==> src/pkg/sbl_pkg.sv <==
// package: command codes, bank states and timing constants for the bank legality block
package sbl_pkg;
  localparam int unsigned sbl_clk_mhz = 50;
  // timing figures in ns; cycle counts derived below, least times round up
  localparam int unsigned sbl_precharge_time_ns = 20;
  localparam int unsigned sbl_activate_to_column_time_ns = 20;
  localparam int unsigned sbl_refresh_cycle_time_ns = 120;
  localparam int unsigned sbl_mode_register_set_time_ns = 15;
  localparam int unsigned sbl_write_recovery_time_ns = 15;
  localparam int unsigned sbl_write_to_read_time_ns = 8;
  localparam int unsigned sbl_self_refresh_exit_time_ns = 200;
  function automatic int unsigned sbl_cyc(input int unsigned ns);
    int unsigned c;
    c = (ns * sbl_clk_mhz + 999) / 1000;
    return (c < 1) ? 1 : c;
  endfunction : sbl_cyc
  localparam int unsigned sbl_rp_cyc = sbl_cyc(sbl_precharge_time_ns);
  localparam int unsigned sbl_rcd_cyc = sbl_cyc(sbl_activate_to_column_time_ns);
  localparam int unsigned sbl_rfc_cyc = sbl_cyc(sbl_refresh_cycle_time_ns);
  localparam int unsigned sbl_mrd_cyc = sbl_cyc(sbl_mode_register_set_time_ns);
  localparam int unsigned sbl_wr_cyc = sbl_cyc(sbl_write_recovery_time_ns);
  localparam int unsigned sbl_wtr_cyc = sbl_cyc(sbl_write_to_read_time_ns);
  localparam int unsigned sbl_xsnr_cyc = sbl_cyc(sbl_self_refresh_exit_time_ns);
  localparam int unsigned sbl_burst_length = 4;
  localparam int unsigned sbl_read_latency = 3;
  localparam int unsigned sbl_banks = 4;
  localparam int unsigned sbl_cnt_w = 8;
  localparam int unsigned sbl_addr_w = 14;
  localparam int unsigned sbl_ap_bit = 10;
  // command codes: {row_strobe_n, column_strobe_n, write_strobe_n}
  localparam logic [2:0] sbl_c_nop = 3'h7;
  localparam logic [2:0] sbl_c_act = 3'h3;
  localparam logic [2:0] sbl_c_rd = 3'h5;
  localparam logic [2:0] sbl_c_wr = 3'h4;
  localparam logic [2:0] sbl_c_pre = 3'h2;
  localparam logic [2:0] sbl_c_bst = 3'h6;
  localparam logic [2:0] sbl_c_ref = 3'h1;
  localparam logic [2:0] sbl_c_lmr = 3'h0;
  typedef enum logic [3:0] {
    sbl_nop, sbl_act, sbl_rd, sbl_wr, sbl_pre, sbl_bst, sbl_ref, sbl_lmr, sbl_desel
  } sbl_cmd_e;
  typedef enum logic [3:0] {
    sbl_idle, sbl_activating, sbl_row_active, sbl_reading, sbl_writing,
    sbl_read_ap, sbl_write_ap, sbl_precharging
  } sbl_bank_e;
  typedef enum logic [1:0] {sbl_g_none, sbl_g_refresh, sbl_g_mode, sbl_g_pre_all} sbl_glob_e;
  // shared command decode
  function automatic sbl_cmd_e sbl_decode(input logic cs_n, input logic [2:0] rcw);
    if (cs_n) return sbl_desel;
    case (rcw)
      sbl_c_nop: return sbl_nop;
      sbl_c_act: return sbl_act;
      sbl_c_rd: return sbl_rd;
      sbl_c_wr: return sbl_wr;
      sbl_c_pre: return sbl_pre;
      sbl_c_bst: return sbl_bst;
      sbl_c_ref: return sbl_ref;
      default: return sbl_lmr;
    endcase
  endfunction : sbl_decode
endpackage : sbl_pkg

==> src/pkg/sbl_if.sv <==
// interface: command pins between memory controller and bank legality device
`timescale 1ns/100ps
interface sbl_if;
  import sbl_pkg::*;
  logic clock_enable;
  logic chip_select_n;
  logic row_strobe_n;
  logic column_strobe_n;
  logic write_strobe_n;
  logic bank_select_0;
  logic bank_select_1;
  logic [sbl_addr_w-1:0] address;
  logic data_mask;
  modport ctrl (output clock_enable, output chip_select_n, output row_strobe_n,
    output column_strobe_n, output write_strobe_n, output bank_select_0,
    output bank_select_1, output address, output data_mask);
  modport dev (input clock_enable, input chip_select_n, input row_strobe_n,
    input column_strobe_n, input write_strobe_n, input bank_select_0,
    input bank_select_1, input address, input data_mask);
endinterface : sbl_if

==> src/verilog/sbl_device.sv <==
// device end: per-bank state tracking and command legality checking
// Behaviour
// - decode command from four control strobes
// - rules apply only with enable high twice
// - idle after precharge time, active after activate
// - read state lasts until burst ends, write state until write recovery after it
// - row active allows read, write, precharge only
// - read state: read, write, precharge, terminate
// - write state: read, write, precharge; mask data
// - no commands to busy bank
// - activate and precharge complete after their times
// - auto-precharge access busy until precharge done
// - only nop during refresh, mode, precharge-all
// - global operations end at their times, idle
// - refresh and mode load need idle banks
// - multi-bank precharge needs every bank legal
// - terminate acts on most recent read burst
// - write after read waits burst or terminate
// - any other state/command pair is illegal
// - other banks accept commands meanwhile
// - auto precharge start after recovery or burst
// - other banks usable during auto-precharge access
// - spacing after write with auto precharge
// - spacing after read with auto precharge
// - address bit ten selects one or all banks
`timescale 1ns/100ps
module sbl_device #(
  parameter int unsigned xsnr_cycles = sbl_pkg::sbl_xsnr_cyc
) (
  input wire logic clk,
  input wire logic resetn,
  sbl_if.dev pins,
  input wire logic self_refresh_exit,
  output logic illegal_q,
  output logic [3:0] bank_idle_q,
  output logic busy_q
);
  import sbl_pkg::*;
  localparam int unsigned half_bl = sbl_burst_length / 2;
  localparam logic [sbl_cnt_w-1:0] rd_ap_len = sbl_cnt_w'(half_bl + sbl_rp_cyc);
  localparam logic [sbl_cnt_w-1:0] wr_ap_len = sbl_cnt_w'(half_bl + 1 + sbl_wr_cyc + sbl_rp_cyc);
  localparam logic [sbl_cnt_w-1:0] wr_rd_gap = sbl_cnt_w'(1 + half_bl + sbl_wtr_cyc);
  localparam logic [sbl_cnt_w-1:0] rd_wr_gap = sbl_cnt_w'(sbl_read_latency + half_bl);
  localparam logic [sbl_cnt_w-1:0] bl_gap = sbl_cnt_w'(half_bl);
  localparam logic [15:0] xsnr_load = 16'(xsnr_cycles);
  // pins come from another party; two flops first
  logic [21:0] s1_q, s2_q;
  always_ff @(posedge clk) begin
    s1_q <= {pins.clock_enable, pins.chip_select_n, pins.row_strobe_n, pins.column_strobe_n,
      pins.write_strobe_n, pins.bank_select_1, pins.bank_select_0, pins.address, pins.data_mask};
    s2_q <= s1_q;
  end
  wire cke = s2_q[21];
  wire [1:0] bank = s2_q[16:15];
  wire ap = s2_q[1 + sbl_ap_bit];
  wire dm = s2_q[0];
  wire sbl_cmd_e cmd = sbl_decode(s2_q[20], s2_q[19:17]);
  logic cke_prev_q;
  logic [15:0] xsnr_q;
  wire active = cke && cke_prev_q && (xsnr_q == 16'h0000);
  sbl_bank_e st_q [sbl_banks];
  logic [sbl_cnt_w-1:0] cnt_q [sbl_banks];
  sbl_glob_e glob_q;
  logic [sbl_cnt_w-1:0] gcnt_q;
  logic [1:0] last_rd_q;
  logic rd_live_q;
  logic [sbl_cnt_w-1:0] rd_left_q, wr_gap_q, rdap_gap_q, wrap_rd_q, wrap_wr_q;
  logic wr_mask_err_q;
  // per-bank legality of the decoded command
  logic [3:0] ok_b;
  logic all_idle;
  always_comb begin
    all_idle = 1'b1;
    for (int b = 0; b < sbl_banks; b++) begin
      all_idle = all_idle && (st_q[b] == sbl_idle);
      case (st_q[b])
        sbl_idle: ok_b[b] = (cmd == sbl_act) || (cmd == sbl_pre);
        sbl_row_active: ok_b[b] = (cmd == sbl_rd) || (cmd == sbl_wr) || (cmd == sbl_pre);
        sbl_reading: ok_b[b] = (cmd == sbl_rd) || (cmd == sbl_pre) ||
          ((cmd == sbl_wr) && !rd_live_q);
        sbl_writing: ok_b[b] = (cmd == sbl_rd) || (cmd == sbl_wr) || (cmd == sbl_pre);
        default: ok_b[b] = 1'b0; // busy states take nothing
      endcase
    end
  end
  wire all_banks = (cmd == sbl_pre) && ap;
  wire bank_cmd = (cmd == sbl_act) || (cmd == sbl_rd) || (cmd == sbl_wr) || (cmd == sbl_pre);
  wire quiet = (cmd == sbl_nop) || (cmd == sbl_desel);
  wire pre_all_ok = ok_b == 4'hf;
  wire spacing_ok = !(((cmd == sbl_rd) && (wrap_rd_q != 0 || rdap_gap_q != 0)) ||
    ((cmd == sbl_wr) && (wrap_wr_q != 0 || wr_gap_q != 0)));
  wire bad = active && !quiet && (
    (glob_q != sbl_g_none) ||
    (((cmd == sbl_ref) || (cmd == sbl_lmr)) && !(all_idle && !rd_live_q)) ||
    (all_banks ? !pre_all_ok : (bank_cmd && !(ok_b[bank] && spacing_ok))) ||
    ((cmd == sbl_bst) && !rd_live_q));
  wire take = active && !bad;
  // per-bank state machines with own counters
  always_ff @(posedge clk) begin
    for (int b = 0; b < sbl_banks; b++) begin
      if (!resetn) begin
        st_q[b] <= sbl_idle;
        cnt_q[b] <= '0;
      end else if (take && glob_q == sbl_g_none && (all_banks || bank == 2'(b)) && bank_cmd) begin
        case (cmd)
          sbl_act: begin st_q[b] <= sbl_activating; cnt_q[b] <= sbl_cnt_w'(sbl_rcd_cyc); end
          sbl_pre: begin st_q[b] <= sbl_precharging; cnt_q[b] <= sbl_cnt_w'(sbl_rp_cyc); end
          sbl_rd: begin
            st_q[b] <= ap ? sbl_read_ap : sbl_reading;
            cnt_q[b] <= ap ? rd_ap_len : bl_gap;
          end
          default: begin
            st_q[b] <= ap ? sbl_write_ap : sbl_writing;
            cnt_q[b] <= ap ? wr_ap_len : sbl_cnt_w'(half_bl + 1 + sbl_wr_cyc);
          end
        endcase
      end else if (take && cmd == sbl_bst && last_rd_q == 2'(b) && st_q[b] == sbl_reading) begin
        st_q[b] <= sbl_row_active;
      end else if (cnt_q[b] > 1) begin
        cnt_q[b] <= cnt_q[b] - 1'b1;
      end else if (cnt_q[b] == 1) begin
        cnt_q[b] <= '0;
        case (st_q[b])
          sbl_activating, sbl_reading, sbl_writing: st_q[b] <= sbl_row_active;
          default: st_q[b] <= sbl_idle;
        endcase
      end
    end
  end
  // global operations, read tracking and spacing counters
  always_ff @(posedge clk) begin
    if (!resetn) begin
      glob_q <= sbl_g_none;
      gcnt_q <= '0;
      last_rd_q <= 2'h0;
      rd_live_q <= 1'b0;
      rd_left_q <= '0;
      wr_gap_q <= '0;
      rdap_gap_q <= '0;
      wrap_rd_q <= '0;
      wrap_wr_q <= '0;
    end else begin
      if (glob_q != sbl_g_none) begin
        gcnt_q <= gcnt_q - 1'b1;
        if (gcnt_q == 1) glob_q <= sbl_g_none;
      end else if (take && cmd == sbl_ref) begin
        glob_q <= sbl_g_refresh;
        gcnt_q <= sbl_cnt_w'(sbl_rfc_cyc);
      end else if (take && cmd == sbl_lmr) begin
        glob_q <= sbl_g_mode;
        gcnt_q <= sbl_cnt_w'(sbl_mrd_cyc);
      end else if (take && all_banks) begin
        glob_q <= sbl_g_pre_all;
        gcnt_q <= sbl_cnt_w'(sbl_rp_cyc);
      end
      rd_left_q <= (rd_left_q != 0) ? rd_left_q - 1'b1 : rd_left_q;
      wr_gap_q <= (wr_gap_q != 0) ? wr_gap_q - 1'b1 : wr_gap_q;
      rdap_gap_q <= (rdap_gap_q != 0) ? rdap_gap_q - 1'b1 : rdap_gap_q;
      wrap_rd_q <= (wrap_rd_q != 0) ? wrap_rd_q - 1'b1 : wrap_rd_q;
      wrap_wr_q <= (wrap_wr_q != 0) ? wrap_wr_q - 1'b1 : wrap_wr_q;
      if (rd_left_q == 1) rd_live_q <= 1'b0;
      if (take && cmd == sbl_rd) begin
        last_rd_q <= bank;
        rd_live_q <= 1'b1;
        rd_left_q <= bl_gap;
        wr_gap_q <= rd_wr_gap;
        if (ap) rdap_gap_q <= bl_gap - 1'b1;
      end else if (take && cmd == sbl_bst) begin
        rd_live_q <= 1'b0;
        rd_left_q <= '0;
        wr_gap_q <= '0;
      end
      if (take && cmd == sbl_wr && ap) begin
        wrap_rd_q <= wr_rd_gap - 1'b1;
        wrap_wr_q <= bl_gap - 1'b1;
      end
    end
  end
  // interrupting a write with read or single-bank precharge needs masked data
  always_ff @(posedge clk) begin
    if (!resetn) wr_mask_err_q <= 1'b0;
    else wr_mask_err_q <= take && (cmd == sbl_rd || cmd == sbl_pre) && !all_banks &&
      st_q[bank] == sbl_writing && !dm;
  end
  // self refresh exit wait and enable history
  always_ff @(posedge clk) begin
    if (!resetn) begin
      cke_prev_q <= 1'b0;
      xsnr_q <= 16'h0000;
    end else begin
      cke_prev_q <= cke;
      if (self_refresh_exit) xsnr_q <= xsnr_load;
      else if (xsnr_q != 0) xsnr_q <= xsnr_q - 1'b1;
    end
  end
  // registered outputs
  always_ff @(posedge clk) begin
    if (!resetn) begin
      illegal_q <= 1'b0;
      bank_idle_q <= 4'hf;
      busy_q <= 1'b0;
    end else begin
      illegal_q <= bad || wr_mask_err_q;
      for (int b = 0; b < sbl_banks; b++) bank_idle_q[b] <= st_q[b] == sbl_idle;
      busy_q <= glob_q != sbl_g_none;
    end
  end
endmodule : sbl_device

==> src/flat_wrapper.sv <==
// flat-port wrapper written by rule: the top's interface ports become plain ports
module sbl_device_flat import sbl_pkg::*;
#(
  parameter int unsigned xsnr_cycles = sbl_pkg::sbl_xsnr_cyc
)
  (clk, resetn, self_refresh_exit, illegal_q, bank_idle_q, busy_q, pins_clock_enable, pins_chip_select_n, pins_row_strobe_n, pins_column_strobe_n, pins_write_strobe_n, pins_bank_select_0, pins_bank_select_1, pins_address, pins_data_mask);
  sbl_if pins_i ();
  input wire logic clk;
  input wire logic resetn;
  input wire logic self_refresh_exit;
  output logic illegal_q;
  output logic [3:0] bank_idle_q;
  output logic busy_q;
  input wire logic [$bits(pins_i.clock_enable)-1:0] pins_clock_enable;
  input wire logic [$bits(pins_i.chip_select_n)-1:0] pins_chip_select_n;
  input wire logic [$bits(pins_i.row_strobe_n)-1:0] pins_row_strobe_n;
  input wire logic [$bits(pins_i.column_strobe_n)-1:0] pins_column_strobe_n;
  input wire logic [$bits(pins_i.write_strobe_n)-1:0] pins_write_strobe_n;
  input wire logic [$bits(pins_i.bank_select_0)-1:0] pins_bank_select_0;
  input wire logic [$bits(pins_i.bank_select_1)-1:0] pins_bank_select_1;
  input wire logic [$bits(pins_i.address)-1:0] pins_address;
  input wire logic [$bits(pins_i.data_mask)-1:0] pins_data_mask;
  assign pins_i.clock_enable = pins_clock_enable;
  assign pins_i.chip_select_n = pins_chip_select_n;
  assign pins_i.row_strobe_n = pins_row_strobe_n;
  assign pins_i.column_strobe_n = pins_column_strobe_n;
  assign pins_i.write_strobe_n = pins_write_strobe_n;
  assign pins_i.bank_select_0 = pins_bank_select_0;
  assign pins_i.bank_select_1 = pins_bank_select_1;
  assign pins_i.address = pins_address;
  assign pins_i.data_mask = pins_data_mask;
  sbl_device #(.xsnr_cycles(xsnr_cycles)) u_core (.clk(clk), .resetn(resetn), .pins(pins_i), .self_refresh_exit(self_refresh_exit), .illegal_q(illegal_q), .bank_idle_q(bank_idle_q), .busy_q(busy_q));
endmodule
==> config.mk <==
export PLATFORM = sky130hd
export DESIGN_NAME = sbl_device_flat
export DESIGN_NICKNAME = d
export VERILOG_FILES = /design/src/pkg/sbl_pkg.sv /design/src/pkg/sbl_if.sv /design/src/verilog/sbl_device.sv /design/src/flat_wrapper.sv
export SDC_FILE = /design/constraint.sdc
export NUM_CORES = 1
export LEC_CHECK = 0
export ABC_CLOCK_PERIOD_IN_PS = 3800
export BUFFER_PORTS_ARGS = -buffer_cell sky130_fd_sc_hd__buf_2
export CORE_MARGIN = 4
export CORE_UTILIZATION = 46
export DETAILED_ROUTE_END_ITERATION = 10
export GPL_ROUTABILITY_DRIVEN = 0
export GPL_TIMING_DRIVEN = 0
export PLACE_DENSITY_LB_ADDON = 0.3
export SLEW_MARGIN = 20
export SYNTH_ARGS = -nofsm -noshare
export SYNTH_HDL_FRONTEND = slang
export SYNTH_SLANG_ARGS = --single-unit
==> constraint.sdc <==
create_clock -name clk -period 3.8 [get_ports clk]
set_input_delay 0.19 -clock clk [delete_from_list [all_inputs] [get_ports clk]]
set_output_delay 0.19 -clock clk [all_outputs]
set_load 0.02 [all_outputs]
Word level (Yosys, flattened, before mapping)
Memories as Yosys holds them, arrays and structs flattened. A register that Yosys moved wholly into a read port is not among the register bits.
Cells that the tools add are included.
Widths: inputs -> output; s select.
{"block": "totals", "reg_bits": 121, "ram_bits": 44, "output_inout_bits": 6, "wordCells": 513, "mem_count": 2}
{"block": "classes", "addsub": 11, "magnitude_cmp": 5, "eq_ne": 46, "mux": 263, "bitwise": 53, "reduce_logical": 111}
{"name": "u_core.cnt_q", "depth": 4, "word_bits": 8, "rd": 4, "rd_ports_with_merged_regs": 0, "write_ports": 4, "line_no": "sbl_device.sv:62", "source": "logic [sbl_cnt_w-1:0] cnt_q [sbl_banks];"}
{"name": "u_core.st_q", "depth": 4, "word_bits": 3, "rd": 5, "rd_ports_with_merged_regs": 1, "write_ports": 4, "line_no": "sbl_device.sv:61", "source": "sbl_bank_e st_q [sbl_banks];"}
{"cell": "$mux 8", "count": 31}
{"cell": "$mux 1", "count": 179}
{"cell": "$mux 3", "count": 32}
{"cell": "$sub 8x1->8 const B", "count": 10}
{"cell": "$or 1x1->1", "count": 52}
{"cell": "$eq 8x1->1 const B", "count": 6}
{"cell": "$logic_and 1x1->1", "count": 45}
{"cell": "$eq 4x2->1 const B", "count": 10}
{"cell": "$reduce_bool 8->1", "count": 5}
{"cell": "$eq 4x3->1 const B", "count": 9}
{"cell": "$gt 8x1->1 const B", "count": 4}
{"cell": "$mux 2", "count": 11}
{"cell": "$logic_or 1x1->1", "count": 21}
{"cell": "$pmux 3 s7", "count": 1}
{"cell": "$eq 4x1->1 const B", "count": 5}
{"cell": "$logic_not 4->1", "count": 5}
{"cell": "$reduce_or 3->1", "count": 6}
{"cell": "$logic_not 16->1", "count": 1}
{"cell": "$mux 4", "count": 4}
{"cell": "$reduce_bool 16->1", "count": 1}
{"cell": "$sub 16x1->16 const B", "count": 1}
{"cell": "$eq 3x3->1 const B", "count": 4}
{"cell": "$pmux 1 s3", "count": 4}
{"cell": "$reduce_or 2->1", "count": 6}
{"cell": "15 further kinds", "count": 36}

Depth between registers and ports, before layout
{"block": "logic_depth", "word_depth": 31, "mapped_depth": 12, "mapped_depth_nobuf": 10}

Worst setup path before layout
Ideal clock, no wire load.
{"block": "synth_path", "kind": "register to register", "from": "reg u_core.wrap_rd_q[2]", "to": "mem u_core.cnt_q[0][0], enable pin", "setup_time_ns": 0.371, "arrival_time_ns": 2.632, "required_time_ns": 3.429, "setup_slack_ns": 0.797, "stages_incl_launch_ff": 10, "path_buffers": 1, "synth_period_minus_slack_ns": 3.003, "cell_sequence": "dfxtp_1 -> or4_4 -> nor4_4 -> nor2b_1 -> o21ai_1 -> nor3_2 -> o211ai_2 -> buf_6 -> o211ai_4 -> o2111ai_1"}
{"element": "from (decl)", "line_no": "sbl_device.sv:67", "source": "logic [sbl_cnt_w-1:0] rd_left_q, wr_gap_q, rdap_gap_q, wrap_rd_q, wrap_wr_q;"}
{"element": "from (signal assigned)", "line_no": "sbl_device.sv:159", "source": "wrap_rd_q <= (wrap_rd_q != 0) ? wrap_rd_q - 1'b1 : wrap_rd_q;"}
{"element": "from (signal assigned)", "line_no": "sbl_device.sv:174", "source": "wrap_rd_q <= wr_rd_gap - 1'b1;"}
{"element": "to (decl)", "line_no": "sbl_device.sv:62"}

==> results.yml <==
synthesis:
  synth_area_leaders: "dfxtp_1 (27%), edfxtp_1 (19%), nor2_1 (5.0%)"
  avgSynthCellArea_sq_um: 9.09
  syn-cell-area_sq_um: 7010
  synth-seq-cells: 139
  synth_fp_nets: 814
  ys_async_sr_fraction_pct: 0
  synth_warnings: 0
  yosys.area.top_type_share_pct: 27.1
  synth_area_leader_cell: "dfxtp_1"
  ys_seq_area_share_pct: 46.0
  synth_edf_count: 44
  syn_inst: 771
  synth_cell_types: 66
  synth_ff_type: "dfxtp_1"
clock_tree:
  cts.sinks: 139
  cts_tree: "yes"
  numCtsBuffers: 17
  clockBufferDepth: 2
  clk_latency_ns: 0.42
  htreeDepth: 4
  path_clk_slew_ns: 0.06
  cts_root_buf: "clkbuf_16"
sta:
  skew_ns: 0.00967
  max_freq_ghz: 0.288
  worstMarginPinSlew_ns: 0.855
  finalSetupTns_ns: 0
  maxSlewHeadroom_pct: 42.4
  slew_viol_final: 0
  rsz0062_at_grt: "no"
  period_needed_ns: 3.47
  setup_slack_ns: 0.328
  fin_crit_sh_pct: 91.4
  setup_viol: 0
  hold_viol_final: 0
grt:
  grt_use_total_pct: 18.2
  antenna_found_initial: 0
  grt_max_degree: 17
  grt_pass1_vias: 5345
  grt_pass1_wl_um: 26100
  overflow: 0
power:
  p_per_area_nw_per_um2: 749
  irDropWorstVdd_v: 0.000311
  p_leak_nw: 3.01
  total_power_mw: 5.99
drt:
  drt_wl_total_um: 15300
  drc: 0
  via_count: 5722
  vias_per_cell: 5.65
  drt_pass1_iterations: 5
  ant_nets: 0
  drt-initial-drc-count: 505
  post_drt_wl_per_cell_um: 15.1
critical_path:
  critPathCaptureType: "flip-flop"
  reg2regPathDepth: 11
  path_class: "flip-flop to flip-flop"
  reg2reg_slack_ns: 0.33
  critPathArrivalTime_ns: 3.52
  reg2reg_from: "u_core.s2_q[19]$_DFF_P_"
  cp.required_ns: 3.85
  worstReg2RegEnd: "u_core.cnt_q[0][3]$_SDFFCE_PP0P_"
  start_kind: "flip-flop"
  path_max_fanout: 10
die:
  die-height_um: 131
  ioPinCount: 31
  die-area_sq_um: 17300
  initial_core_util_pct: 47.5
  chipWidth_um: 131
  core_region_area_sq_um: 14800
  rows: 44
finish:
  nets: 859
  most-common-layout-cells: "dfxtp_1 (95), nor2_1 (94), nand2_1 (63)"
  drive_above_1_share_pct: 8.93
  final_common_cell: "dfxtp_1"
  n_antenna_cell: 0
  instances_no_fill: 1013
  syn2layout_area_growth_pct: 14.2
outcome:
  status: "finished clean"
min_path:
  hold_path_class: "input port to flip-flop"
  hold-path-endpoint: "u_core.xsnr_q[3]$_SDFFE_PN0P_"
  hp-start: "self_refresh_exit"
  holdPathStages: 2
placed_design:
  post-dp-hpwl_um: 10900
  post-place-ws_ns: 0.139
  io_buffers: 17
  dpl.cell_count: 972
job:
  maxCapViolCount: 0
[cell type report]
cell class | instances | area [sq um]
tap | 184 | 230
fill | 1308 | 6750
buffer | 21 | 92.6
clock buffer | 21 | 482
clock inverter | 11 | 91.3
timing repair buffer | 26 | 175
inverter | 32 | 120
multi-input combinational | 579 | 3590
sequential | 139 | 3220
[registers in the layout (all words and copies together), names as in the netlist, 2 cells and up]
register and cells:
u_core.bank_idle_q 4, u_core.cnt_q 32, u_core.gcnt_q 8, u_core.glob_q 2, u_core.last_rd_q 2, u_core.rd_left_q 8
u_core.rdap_gap_q 8, u_core.s1_q 9, u_core.s2_q 9, u_core.st_q 12, u_core.wr_gap_q 8, u_core.wrap_rd_q 8
u_core.wrap_wr_q 8, u_core.xsnr_q 16
[report_power, final]
| group | internal (mW) | leakage, nW | switching [mW] | total (mW) |
|---|---|---|---|---|
| combinational | 0.936 | 1.46 | 1.15 | 2.09 |
| clock | 0.967 | 0.279 | 0.605 | 1.57 |
| sequential | 1.99 | 1.27 | 0.345 | 2.34 |
| total | 3.89 | 3.01 | 2.10 | 5.99 |
[cells by family after synthesis]
logic type | share of synthesized area [%]
buffers and inverters | 3.04
and+or+nand+nor | 26.4
xor gates and xnor gates | 6.87
adders and majority gates | 3.21
AOI/OAI and AO/OA | 13.7
DFF | 46.0
muxes | 0.768
[how the worst max path moves through the flow]
stage | startpoint | end | slack (ns) | cells after the start
floorplan | u_core.wrap_rd_q[2]$_SDFFE_PP0P_ | u_core.cnt_q[0][0]$_SDFFCE_PP0P_ | 0.80 | 9
global placement | u_core.s2_q[19]$_DFF_P_ | u_core.cnt_q[0][5]$_SDFFCE_PP0P_ | 0.1 | 11
detailed placement | u_core.s2_q[19]$_DFF_P_ | u_core.cnt_q[0][4]$_SDFFCE_PP0P_ | 0.14 | 11
CTS | u_core.s2_q[19]$_DFF_P_ | u_core.cnt_q[0][0]$_SDFFCE_PP0P_ | 0.07 | 11
global route | u_core.s2_q[19]$_DFF_P_ | u_core.cnt_q[0][3]$_SDFFCE_PP0P_ | 0.07 | 11
finish | u_core.s2_q[19]$_DFF_P_ | u_core.cnt_q[0][3]$_SDFFCE_PP0P_ | 0.33 | 11
[per-layer routing]
metal	global-route usage (%)	routed length, um	vias to the layer above
met3	5.24	880	33
met1	24.2	6970	2635
met2	28.8	7090	169
li1	-	-	2885
met5	0	0	-
met4	5.89	321	0
[synth_stat cells, drive strengths merged, types with 2 or more instances]
| library cell | n |
|---|---|
| buf | 9 |
| nand3 | 27 |
| a21o | 7 |
| nand3b | 7 |
| nand4b | 3 |
| a31oi | 5 |
| and3 | 3 |
| edfxtp | 44 |
| xor2 | 18 |
| o211ai | 11 |
| nor4b | 7 |
| a32oi | 2 |
| and2 | 8 |
| or2 | 5 |
| or4 | 10 |
| o21a | 5 |
| nor2b | 10 |
| a21oi | 32 |
| nor2 | 94 |
| xnor2 | 37 |
| mux2i | 2 |
| dfxtp | 95 |
| nor4 | 18 |
| or3 | 11 |
| ha | 18 |
| o31ai | 8 |
| o2111ai | 4 |
| nand2b | 17 |
| a21boi | 6 |
| inv | 32 |
| a211oi | 3 |
| o22ai | 12 |
| o21ai | 40 |
| a311oi | 2 |
| nor3b | 11 |
| o221ai | 2 |
| clkbuf | 12 |
| o2bb2ai | 2 |
| nor3 | 49 |
| nand4 | 8 |
| nand2 | 63 |
[per-stage QoR]
stage | util (%) | hold WS, ns | instance area (sq um)
5_1_grt | 54.2 | 0.0188 | 8000
3_5_place_dp | 49.6 | 0.294 | 7320
6_report | 54.2 | 0.0212 | 8000
3_3_place_gp | 49.6 | 0.293 | 7320
2_1_floorplan | - | 0.218 | 7010
4_1_cts | 54.1 | 0.0128 | 7990
[timing repair]
item | CTS | global route
endpoints found under the hold margin | 9 | 0
setup endpoints to repair | 0 | 24
hold buffers | 9 | 0
resized for setup | 0 | 3
buffers inserted | 0 | 0
[worst max-delay path, stage by stage (launching register included)]
cell       delay, ns
dfxtp_1         0.30
buf_2           0.19
and2b_1         0.20
buf_2           0.24
a21oi_1         0.09
nor4b_1         0.44
o21ai_0         0.25
o21ai_2         0.38
o211ai_2        0.17
buf_6           0.19
o211ai_4        0.29
o2111ai_2       0.35
No activity file was read; power rests on OpenSTA's default activity.
